### config.mk
export PLATFORM = sky130hd
export DESIGN_NAME = tem_telemetry_extrema
export DESIGN_NICKNAME = d
export VERILOG_FILES = /design/src/tem_telemetry_extrema.v
export VERILOG_INCLUDE_DIRS = /design/src
export SDC_FILE = /design/constraint.sdc
export NUM_CORES = 2
export LEC_CHECK = 0
export CORE_ASPECT_RATIO = 0.6
export CORE_MARGIN = 3
export CORE_UTILIZATION = 35
export CTS_CLUSTER_SIZE = 8
export DETAILED_ROUTE_END_ITERATION = 8
export DONT_BUFFER_PORTS = 1
export GPL_ROUTABILITY_DRIVEN = 0
export SYNTH_ARGS = -nofsm -noshare
export SYNTH_HDL_FRONTEND = slang
export SYNTH_SLANG_ARGS = --single-unit
### constraint.sdc
create_clock -name clk -period 23.9 [get_ports clk]
set_clock_uncertainty 0.1 [all_clocks]
set_input_delay 4.78 -clock clk [delete_from_list [all_inputs] [get_ports clk]]
set_output_delay 4.78 -clock clk [all_outputs]
set_load 0.005 [all_outputs]
### src/tem_defines.vh
// Command codes, reset values and timing constants for the telemetry extrema block
`ifndef TEM_DEFINES_VH
`define TEM_DEFINES_VH
// Command codes
`define TEM_CMD_FINE_IOUT 8'hbb
`define TEM_CMD_SENSE_V 8'hfa
`define TEM_CMD_VIN_MAX 8'hde
`define TEM_CMD_VOUT_MAX 8'hdd
`define TEM_CMD_IOUT_MAX 8'hd7
`define TEM_CMD_TEMP_MAX 8'hdf
`define TEM_CMD_VIN_MIN 8'hfc
`define TEM_CMD_VOUT_MIN 8'hfb
`define TEM_CMD_IOUT_MIN 8'hd8
`define TEM_CMD_TEMP_MIN 8'hfd
`define TEM_CMD_LOG_STORE 8'hea
`define TEM_CMD_LOG_RESTORE 8'heb
`define TEM_CMD_LOG_CLEAR 8'hec
`define TEM_CMD_LOG_STATE 8'hed
`define TEM_CMD_LOG_READ 8'hee
// Reset values of the extrema
`define TEM_RST_MAX_L11 16'h7c00
`define TEM_RST_MAX_VOUT 16'hf800
`define TEM_RST_MIN_L11 16'h7bff
`define TEM_RST_MIN_VOUT 16'hffff
// Fine current readback clamp: 81.92 A / 2.5 mA = 32768 counts
`define TEM_FINE_MAX 16'h7fff
`define TEM_FINE_MIN 16'h8000
// Status bit positions
`define TEM_ST_EEPROM 0
`define TEM_ST_RAM 1
// Fast transfer limit
`define TEM_FAST_MS 24
`define TEM_CLK_KHZ 200000
`define TEM_FAST_CYC (`TEM_FAST_MS * `TEM_CLK_KHZ)
`endif

### src/tem_telemetry_extrema.v
// Telemetry readback, extrema tracking and fault-log command decode
//
// Function
// - Fine current readback is signed 16-bit, 2.5 mA per count.
// - Fine current readback clamps to plus or minus 81.92 A.
// - Sense voltage readback is an unsigned 16-bit magnitude.
// - Sense voltage comes from the latest current conversion, uncompensated.
// - Input voltage peak loads 0x7c00 on reset, any clear, any turn-on.
// - Output voltage peak loads 0xf800 on reset, page clear, turn-on.
// - Output current peak loads 0x7c00 on reset, page clear, turn-on.
// - Temperature peak loads 0x7c00 on reset, page clear, turn-on.
// - Input voltage minimum loads 0x7bff on reset, any clear, any turn-on.
// - Output voltage minimum loads 0xffff on reset, page clear, turn-on.
// - Output voltage minimum frozen while margined low ignoring faults.
// - Output current minimum loads 0x7bff on reset, page clear, turn-on.
// - Temperature minimum loads 0x7bff on reset, page clear, turn-on.
// - Command 0xea copies fault-log RAM into EEPROM.
// - Command 0xeb copies saved fault log back into RAM.
// - Command 0xec initialises log EEPROM and releases the transfer inhibit.
// - Status read at 0xed; fault log block read at 0xee.
// - Status bit 1 freezes log RAM until a complete block read.
// - Status bit 0 inhibits transfers; set after transfer, kept until clear.
// - Latch-off or store starts transfer; fast within 24 ms, else after refresh.
`timescale 1ns/1ps
`include "tem_defines.vh"

module tem_telemetry_extrema #(
  parameter NCH = 4,
  parameter FAST_CYC = `TEM_FAST_CYC
) (
  // Clock and reset
  input wire clk,
  input wire sys_rst,
  // Command port from the PMBus engine
  input wire cmd_valid,
  input wire cmd_write,
  input wire [7:0] cmd_code,
  input wire [1:0] cmd_page,
  input wire cmd_all_pages,
  output reg cmd_ack,
  output reg cmd_nack,
  output reg [15:0] rd_data_q,
  input wire log_read_done,
  // Conversion results
  input wire vin_valid,
  input wire [15:0] vin_value,
  input wire meas_valid,
  input wire [1:0] meas_chan,
  input wire [15:0] vout_value,
  input wire [15:0] iout_value,
  input wire [15:0] temp_value,
  input wire signed [31:0] iout_ma_x10,
  input wire [15:0] current_sense_mag,
  input wire all_refreshed,
  // Channel state
  input wire [NCH-1:0] chan_on,
  input wire [NCH-1:0] margin_low_ignore,
  input wire [NCH-1:0] latch_off_fault,
  // Fault-log configuration and persisted status
  input wire log_enable,
  input wire fast_log,
  input wire eeprom_flag_stored,
  // Fault-log engine requests
  output reg log_store_q,
  output reg log_restore_q,
  output reg log_clear_q,
  output wire log_ram_frozen
);

  // ----------------------------------------------------------------
  // Storage
  // ----------------------------------------------------------------
  reg [15:0] input_voltage_maximum_q;
  reg [15:0] input_voltage_minimum_q;
  reg [16*NCH-1:0] output_voltage_maximum_q;
  reg [16*NCH-1:0] output_voltage_minimum_q;
  reg [16*NCH-1:0] iout_max_q;
  reg [16*NCH-1:0] iout_min_q;
  reg [16*NCH-1:0] temp_max_q;
  reg [16*NCH-1:0] temp_min_q;
  reg [16*NCH-1:0] fine_iout_q;
  reg [16*NCH-1:0] sense_q;
  reg [NCH-1:0] chan_on_q;
  reg [NCH-1:0] fault_q;
  reg st_eeprom_q;
  reg st_ram_q;
  reg st_loaded_q;
  reg pend_q;
  reg [31:0] wait_q;
  integer i;

  // ----------------------------------------------------------------
  // Operating notes
  // ----------------------------------------------------------------
  // Command port
  //   One command may be taken on every rising edge with cmd_valid high.
  //   The answer, ack or nack, stands for exactly one cycle after that.
  //   A read leaves its word in rd_data_q until the next read replaces it.
  //   Writes to readback, extrema, status and log block read codes are refused.
  //   The log block bytes themselves come from the engine, not from here.
  // Extrema
  //   Each conversion pulse compares its value against the stored pair.
  //   The compare is unsigned on the encoded word, as the host reads it.
  //   Reset, clear-faults and a channel turn-on load the start values.
  //   A reload wins over an update that falls into the same cycle.
  //   Input voltage extrema are shared, so any turn-on reloads them.
  //   Clear-faults to any page reloads the shared input voltage pair.
  //   Per-channel extrema reload only for the addressed page or all pages.
  //   Margin low with faults ignored stops the output voltage minimum only.
  // Fine current readback
  //   The input is signed tenths of a milliamp; one count is 2.5 mA.
  //   The quotient truncates toward zero and saturates at the word limits.
  //   Hosts with larger currents must use the standard readback instead.
  // Sense voltage readback
  //   The raw magnitude is latched with the current conversion of a channel.
  //   No temperature correction is applied on this path.
  // Fault-log status
  //   Bit 1 marks a restored buffer, frozen until a complete block read.
  //   A restore and a completed read in one cycle leave the buffer frozen.
  //   Bit 0 inhibits further transfers once one has been made.
  //   Bit 0 is persisted outside; its stored copy is taken once after reset.
  //   Only the clear command releases the inhibit again.
  //   A transfer firing in the same cycle as a clear keeps the inhibit set.
  // Transfer scheduling
  //   A store command or a new latch-off fault arms one pending transfer.
  //   Triggers are ignored while pending, inhibited or with logging off.
  //   In fast mode the transfer fires after FAST_CYC cycles of waiting.
  //   In slow mode it fires once all channels report refreshed readings.
  //   The store request is a one-cycle pulse to the fault-log engine.
  // Hazards
  //   The latch-off input is edge detected; a held fault triggers once.
  //   The turn-on detector starts from all channels off after reset.
  //   A channel already on at reset release therefore reloads its extrema.
  //   The wait counter is wide enough for the full fast-mode delay.

  assign log_ram_frozen = st_ram_q;

  // Command classification
  wire is_clear_faults = cmd_valid && cmd_write && (cmd_code == 8'h03);
  wire is_store = cmd_valid && cmd_write && (cmd_code == `TEM_CMD_LOG_STORE);
  wire is_restore = cmd_valid && cmd_write && (cmd_code == `TEM_CMD_LOG_RESTORE);
  wire is_clear_log = cmd_valid && cmd_write && (cmd_code == `TEM_CMD_LOG_CLEAR);
  wire [NCH-1:0] turn_on = chan_on & ~chan_on_q;
  wire [NCH-1:0] new_fault = latch_off_fault & ~fault_q;
  // Pending transfer fires this cycle
  wire xfer_fire = pend_q && ((fast_log && (wait_q >= FAST_CYC - 1)) || (!fast_log && all_refreshed));

  // Read-only codes, where a write is refused
  reg ro_code;
  always @* begin
    case (cmd_code)
      `TEM_CMD_FINE_IOUT, `TEM_CMD_SENSE_V, `TEM_CMD_VIN_MAX, `TEM_CMD_VOUT_MAX,
      `TEM_CMD_IOUT_MAX, `TEM_CMD_TEMP_MAX, `TEM_CMD_VIN_MIN, `TEM_CMD_VOUT_MIN,
      `TEM_CMD_IOUT_MIN, `TEM_CMD_TEMP_MIN, `TEM_CMD_LOG_STATE,
      `TEM_CMD_LOG_READ: ro_code = 1'b1;
      default: ro_code = 1'b0;
    endcase
  end

  // Fine current clamp, 2.5 mA per count
  function [15:0] clamp_fine;
    input signed [31:0] ma_x10;
    reg signed [31:0] cnt;
    begin
      cnt = ma_x10 / 25;
      if (cnt > 32'sd32767) clamp_fine = `TEM_FINE_MAX;
      else if (cnt < -32'sd32768) clamp_fine = `TEM_FINE_MIN;
      else clamp_fine = cnt[15:0];
    end
  endfunction

  // ----------------------------------------------------------------
  // Readback answer and refusal
  // ----------------------------------------------------------------
  always @(posedge clk) begin
    if (sys_rst) begin
      cmd_ack <= 1'b0;
      cmd_nack <= 1'b0;
      rd_data_q <= 16'h0000;
    end else begin
      cmd_ack <= cmd_valid && !(cmd_write && ro_code);
      cmd_nack <= cmd_valid && cmd_write && ro_code;
      if (cmd_valid && !cmd_write) begin
        case (cmd_code)
          `TEM_CMD_FINE_IOUT: rd_data_q <= fine_iout_q[16*cmd_page +: 16];
          `TEM_CMD_SENSE_V: rd_data_q <= sense_q[16*cmd_page +: 16];
          `TEM_CMD_VIN_MAX: rd_data_q <= input_voltage_maximum_q;
          `TEM_CMD_VIN_MIN: rd_data_q <= input_voltage_minimum_q;
          `TEM_CMD_VOUT_MAX: rd_data_q <= output_voltage_maximum_q[16*cmd_page +: 16];
          `TEM_CMD_VOUT_MIN: rd_data_q <= output_voltage_minimum_q[16*cmd_page +: 16];
          `TEM_CMD_IOUT_MAX: rd_data_q <= iout_max_q[16*cmd_page +: 16];
          `TEM_CMD_IOUT_MIN: rd_data_q <= iout_min_q[16*cmd_page +: 16];
          `TEM_CMD_TEMP_MAX: rd_data_q <= temp_max_q[16*cmd_page +: 16];
          `TEM_CMD_TEMP_MIN: rd_data_q <= temp_min_q[16*cmd_page +: 16];
          `TEM_CMD_LOG_STATE: rd_data_q <= {14'h0000, st_ram_q, st_eeprom_q};
          default: rd_data_q <= 16'h0000;
        endcase
      end
    end
  end

  // ----------------------------------------------------------------
  // Extrema tracking
  // ----------------------------------------------------------------
  // Input voltage extrema, shared by all channels
  always @(posedge clk) begin
    if (sys_rst || is_clear_faults || (|turn_on)) begin
      input_voltage_maximum_q <= `TEM_RST_MAX_L11;
      input_voltage_minimum_q <= `TEM_RST_MIN_L11;
    end else if (vin_valid) begin
      if (vin_value > input_voltage_maximum_q) input_voltage_maximum_q <= vin_value;
      if (vin_value < input_voltage_minimum_q) input_voltage_minimum_q <= vin_value;
    end
  end

  // Per-channel extrema and readbacks
  always @(posedge clk) begin
    if (sys_rst) begin
      chan_on_q <= {NCH{1'b0}};
      fine_iout_q <= {16*NCH{1'b0}};
      sense_q <= {16*NCH{1'b0}};
      for (i = 0; i < NCH; i = i + 1) begin
        output_voltage_maximum_q[16*i +: 16] <= `TEM_RST_MAX_VOUT;
        output_voltage_minimum_q[16*i +: 16] <= `TEM_RST_MIN_VOUT;
        iout_max_q[16*i +: 16] <= `TEM_RST_MAX_L11;
        iout_min_q[16*i +: 16] <= `TEM_RST_MIN_L11;
        temp_max_q[16*i +: 16] <= `TEM_RST_MAX_L11;
        temp_min_q[16*i +: 16] <= `TEM_RST_MIN_L11;
      end
    end else begin
      chan_on_q <= chan_on;
      for (i = 0; i < NCH; i = i + 1) begin
        if (turn_on[i] || (is_clear_faults && (cmd_all_pages || cmd_page == i))) begin
          output_voltage_maximum_q[16*i +: 16] <= `TEM_RST_MAX_VOUT;
          output_voltage_minimum_q[16*i +: 16] <= `TEM_RST_MIN_VOUT;
          iout_max_q[16*i +: 16] <= `TEM_RST_MAX_L11;
          iout_min_q[16*i +: 16] <= `TEM_RST_MIN_L11;
          temp_max_q[16*i +: 16] <= `TEM_RST_MAX_L11;
          temp_min_q[16*i +: 16] <= `TEM_RST_MIN_L11;
        end else if (meas_valid && meas_chan == i) begin
          if (vout_value > output_voltage_maximum_q[16*i +: 16])
            output_voltage_maximum_q[16*i +: 16] <= vout_value;
          if (!margin_low_ignore[i] && vout_value < output_voltage_minimum_q[16*i +: 16])
            output_voltage_minimum_q[16*i +: 16] <= vout_value;
          if (iout_value > iout_max_q[16*i +: 16]) iout_max_q[16*i +: 16] <= iout_value;
          if (iout_value < iout_min_q[16*i +: 16]) iout_min_q[16*i +: 16] <= iout_value;
          if (temp_value > temp_max_q[16*i +: 16]) temp_max_q[16*i +: 16] <= temp_value;
          if (temp_value < temp_min_q[16*i +: 16]) temp_min_q[16*i +: 16] <= temp_value;
        end
        if (meas_valid && meas_chan == i) begin
          fine_iout_q[16*i +: 16] <= clamp_fine(iout_ma_x10);
          sense_q[16*i +: 16] <= current_sense_mag;
        end
      end
    end
  end

  // ----------------------------------------------------------------
  // Fault-log command group
  // ----------------------------------------------------------------
  // Status bits, transfer scheduling and engine requests
  always @(posedge clk) begin
    if (sys_rst) begin
      st_ram_q <= 1'b0;
      st_eeprom_q <= 1'b0;
      st_loaded_q <= 1'b0;
      fault_q <= {NCH{1'b0}};
      pend_q <= 1'b0;
      wait_q <= 32'h0000_0000;
      log_store_q <= 1'b0;
      log_restore_q <= 1'b0;
      log_clear_q <= 1'b0;
    end else begin
      fault_q <= latch_off_fault;
      log_store_q <= 1'b0;
      log_restore_q <= is_restore;
      log_clear_q <= is_clear_log;
      // Persisted inhibit is picked up once after reset
      if (!st_loaded_q) begin
        st_loaded_q <= 1'b1;
        st_eeprom_q <= eeprom_flag_stored;
      end
      // Restore locks the RAM; a complete block read frees it; restore wins
      if (is_restore) st_ram_q <= 1'b1;
      else if (log_read_done) st_ram_q <= 1'b0;
      // Start a transfer on store or a new latch-off
      if (!pend_q && log_enable && !st_eeprom_q && (is_store || (|new_fault))) begin
        pend_q <= 1'b1;
        wait_q <= 32'h0000_0000;
      end else if (pend_q) begin
        wait_q <= wait_q + 32'h0000_0001;
        if (xfer_fire) begin
          pend_q <= 1'b0;
          log_store_q <= 1'b1;
          st_eeprom_q <= 1'b1;
        end
      end
      // Clear releases the inhibit unless a transfer fires this cycle
      if (is_clear_log && !xfer_fire) st_eeprom_q <= 1'b0;
    end
  end

endmodule // tem_telemetry_extrema

==> summary.txt <==
Status
  • Status: finished clean

Worst setup path
  • CP delay by family, top: compound AO/OA/AOI/OAI gates
  • Crit-path max cell delay: 0.55 ns
  • CP Launch Type: primary input
  • WP data required: 24.31 ns
  • CP arrival: 23.98 ns
  • Crit. End Element: flop
  • CP Max Fanout: 10
  • Worst R2R Start: iout_min_q[49]
  • Slowest cell on crit path: or4_4
  • Most used cell, CP: buf_4
  • CP Buf/Inv Count: 19
  • Setup Crit Path Kind: primary input to flop
  • Worst Setup SP: iout_ma_x10[28]

Clock tree
  • Htree depth: 3
  • TritonCTS clock tree: built
  • # clock sinks: 609
  • CTS clock-pin slew for the worst setup and hold paths: 0.05 ns
  • TritonCTS Buffers: 86
  • CTS Root Cell: clkbuf_16
  • Clock buffer depth: 3
  • Worst skew pair latency: 0.66 ns

Logic synthesis
  • Multiplexer share of the synthesized area: 5.336%
  • Net Count, Synth: 5891
  • Cell Area, Synth: 42660 sq um
  • Syn avg cell area: 7.995 sq um
  • Ys Warns: 0
  • Post-synthesis simple-gate area fraction: 18.74%
  • Adder-cell area share of the yosys netlist: 12.13%
  • Number of flops mapped to enable cells by yosys: 0
  • Area fraction in compound gates after synthesis: 24.87%
  • Number of synthesized register bits: 609
  • Sequential element share of the synthesized area: 28.58%
  • Xor-xnor portion of the synthesized cell area: 2.892%
  • Post-synth ARST share: 0%
  • Synth Instances: 5335
  • Largest family of logic cells by synthesized area: compound AO/OA/AOI/OAI gates
  • Yosys cell types: 133
  • Post-synth top flop: dfxtp_1

Timing
  • Max_slew headroom: 6.505%
  • Unrepaired setup endpoints after global routing: yes
  • Setup TNS: 0 ns
  • Tcrit/Tclk final: 98.64%
  • Final Hold Vio Count: 0
  • Fin crit period: 23.58 ns
  • Fin. max-slew vios: 0
  • # setup viols final: 0
  • Worst-Margin Slew: 1.402 ns
  • Max Clk Rate: 42.42 MHz

Floorplanning
  • Initial Utilization: 35.53%
  • Rows: 98
  • Total die area: 126200 sq um
  • Die Wd: 456.7 um
  • Ports: 170
  • Core footprint: 120000 sq um
  • Chip Height: 276.4 um

Drt
  • Vias: 43670
  • DRC errors left: 0
  • First-pass DRT Iterations: 9
  • Vias per inst: 5.991
  • DR iter-0 viols: 5027
  • Detailed Route WL: 178800 um
  • Routed WL per cell: 24.54 um
  • Post-route ant nets: 0

Layout
  • Commonest non-fill, non-tap cell in the layout: dfxtp_1
  • Synth-to-Final Area Change: 22.05%
  • Commonest cells after routing, fill and taps aside: dfxtp_1 (609), nand2_1 (595), buf_4 (532)
  • Share of cells above drive strength 1: 18.67%
  • Final non-filler cell total: 7289
  • Post-layout nets: 6228

Job
  • Max_cap viols: 0

Global routing
  • Total global-route track usage: 26.38%
  • Vias in the first global route: 39300
  • Global route overflow: 0
  • Largest net degree at the start of global routing: 94
  • Initial antenna violation count: 9
  • First-pass GRT wire length: 256500 um

Place
  • Detail Placement HPWL: 129400 um
  • # port buffers: 0
  • Cell total after placement: 7109

Hold path
  • Min-delay worst type: flop to flop
  • Hold Startpoint: fine_iout_q[7]
[registers in the layout, summed over array words and instances, names as in the netlist, 64 cells and up]
| signal | flops |
|---|---|
| temp_max_q | 64 |
| sense_q | 64 |
| fine_iout_q | 64 |
| iout_max_q | 64 |
| iout_min_q | 64 |
| temp_min_q | 64 |
| output_voltage_maximum_q | 64 |
| output_voltage_minimum_q | 64 |
[logic make-up after synthesis]
kind of cell / count (synthesis)
buf+inv: 761
xor+xnor: 140
flops: 609
fa+ha+maj: 415
mux: 224
compound gates: 1482
simple gates: 1704
[final timing paths]
| check | end | slack, ns | cells past startpoint |
|---|---|---|---|
| setup / recovery | fine_iout_q[21] | 0.32 | 92 |
| hold / removal | fine_iout_q[7] | 0.35 | 2 |
| setup reg to reg | iout_min_q[48] | 19.10 | 25 |
| hold reg to reg | fine_iout_q[7] | 0.35 | 2 |
[cell type report]
type | instances | area, sq um
fillers | 11810 | 67980
clock inverters | 4 | 42.54
diodes | 10 | 25.02
well taps | 1600 | 2002
inverters | 445 | 1670
multi-input cells | 3965 | 29380
clock buffers | 91 | 2256
repair buffers | 565 | 4491
flip-flops and latches | 609 | 12190
[through the flow]
| step | utilization (%) | area, sq um | hold WS, ns | worst slack [ns] |
|---|---|---|---|---|
| detailed placement | 39.31 | 47190 | 0.3399 | -0.8943 |
| floorplan | - | 42680 | 0.3295 | 0.007118 |
| global route | 43.35 | 52030 | 0.3615 | -0.6150 |
| finish | 43.37 | 52060 | 0.3461 | 0.3239 |
| CTS | 41.28 | 49560 | 0.3461 | 0.008178 |
| global placement | 39.31 | 47190 | 0.3365 | -0.4609 |
[metal layers]
metal  GRT usage (%)  vias up  wire, um
li1                -    19980         -
met1           37.91    20980     78840
met2           34.72     2363     68870
met3           11.62      338     25620
met4           7.624        6      5470
met5               0        -        47
[Yosys cell counts, types with 96 or more instances]
master	count	area [sq um]
nand2_1	610	2290
o21ai_0	212	1061
nor2_1	415	1558
nor2b_1	96	600.6
inv_1	444	1667
mux2i_1	212	2122
nand3_1	122	610.6
a21oi_1	324	1622
o211ai_1	269	2019
dfxtp_1	609	12190
nand2b_1	119	744.5
ha_1	408	5105
clkbuf_1	234	878.3
[worst register-to-register path: cells and delay by family, from the launching register on]
kind | cells | cell delay (ns)
AOI/OAI and AO/OA | 11 | 2.25
adders and majority gates | 1 | 0.27
buffers and inverters | 2 | 0.47
DFF | 1 | 0.39
muxes | 1 | 0.23
and+or+nand+nor | 10 | 0.96
[timing repair]
action | CTS | global route
endpoints found under the setup margin | 60 | 64
hold buffers | 0 | 0
pin swaps | 2 | 151
resized for setup | 9 | 376
gates cloned | 0 | 5
buffers inserted | 1 | 71
Power is left out: the tool's default activity adds up to more than one toggle a clock period on the data nets, which glitch-free logic cannot reach.
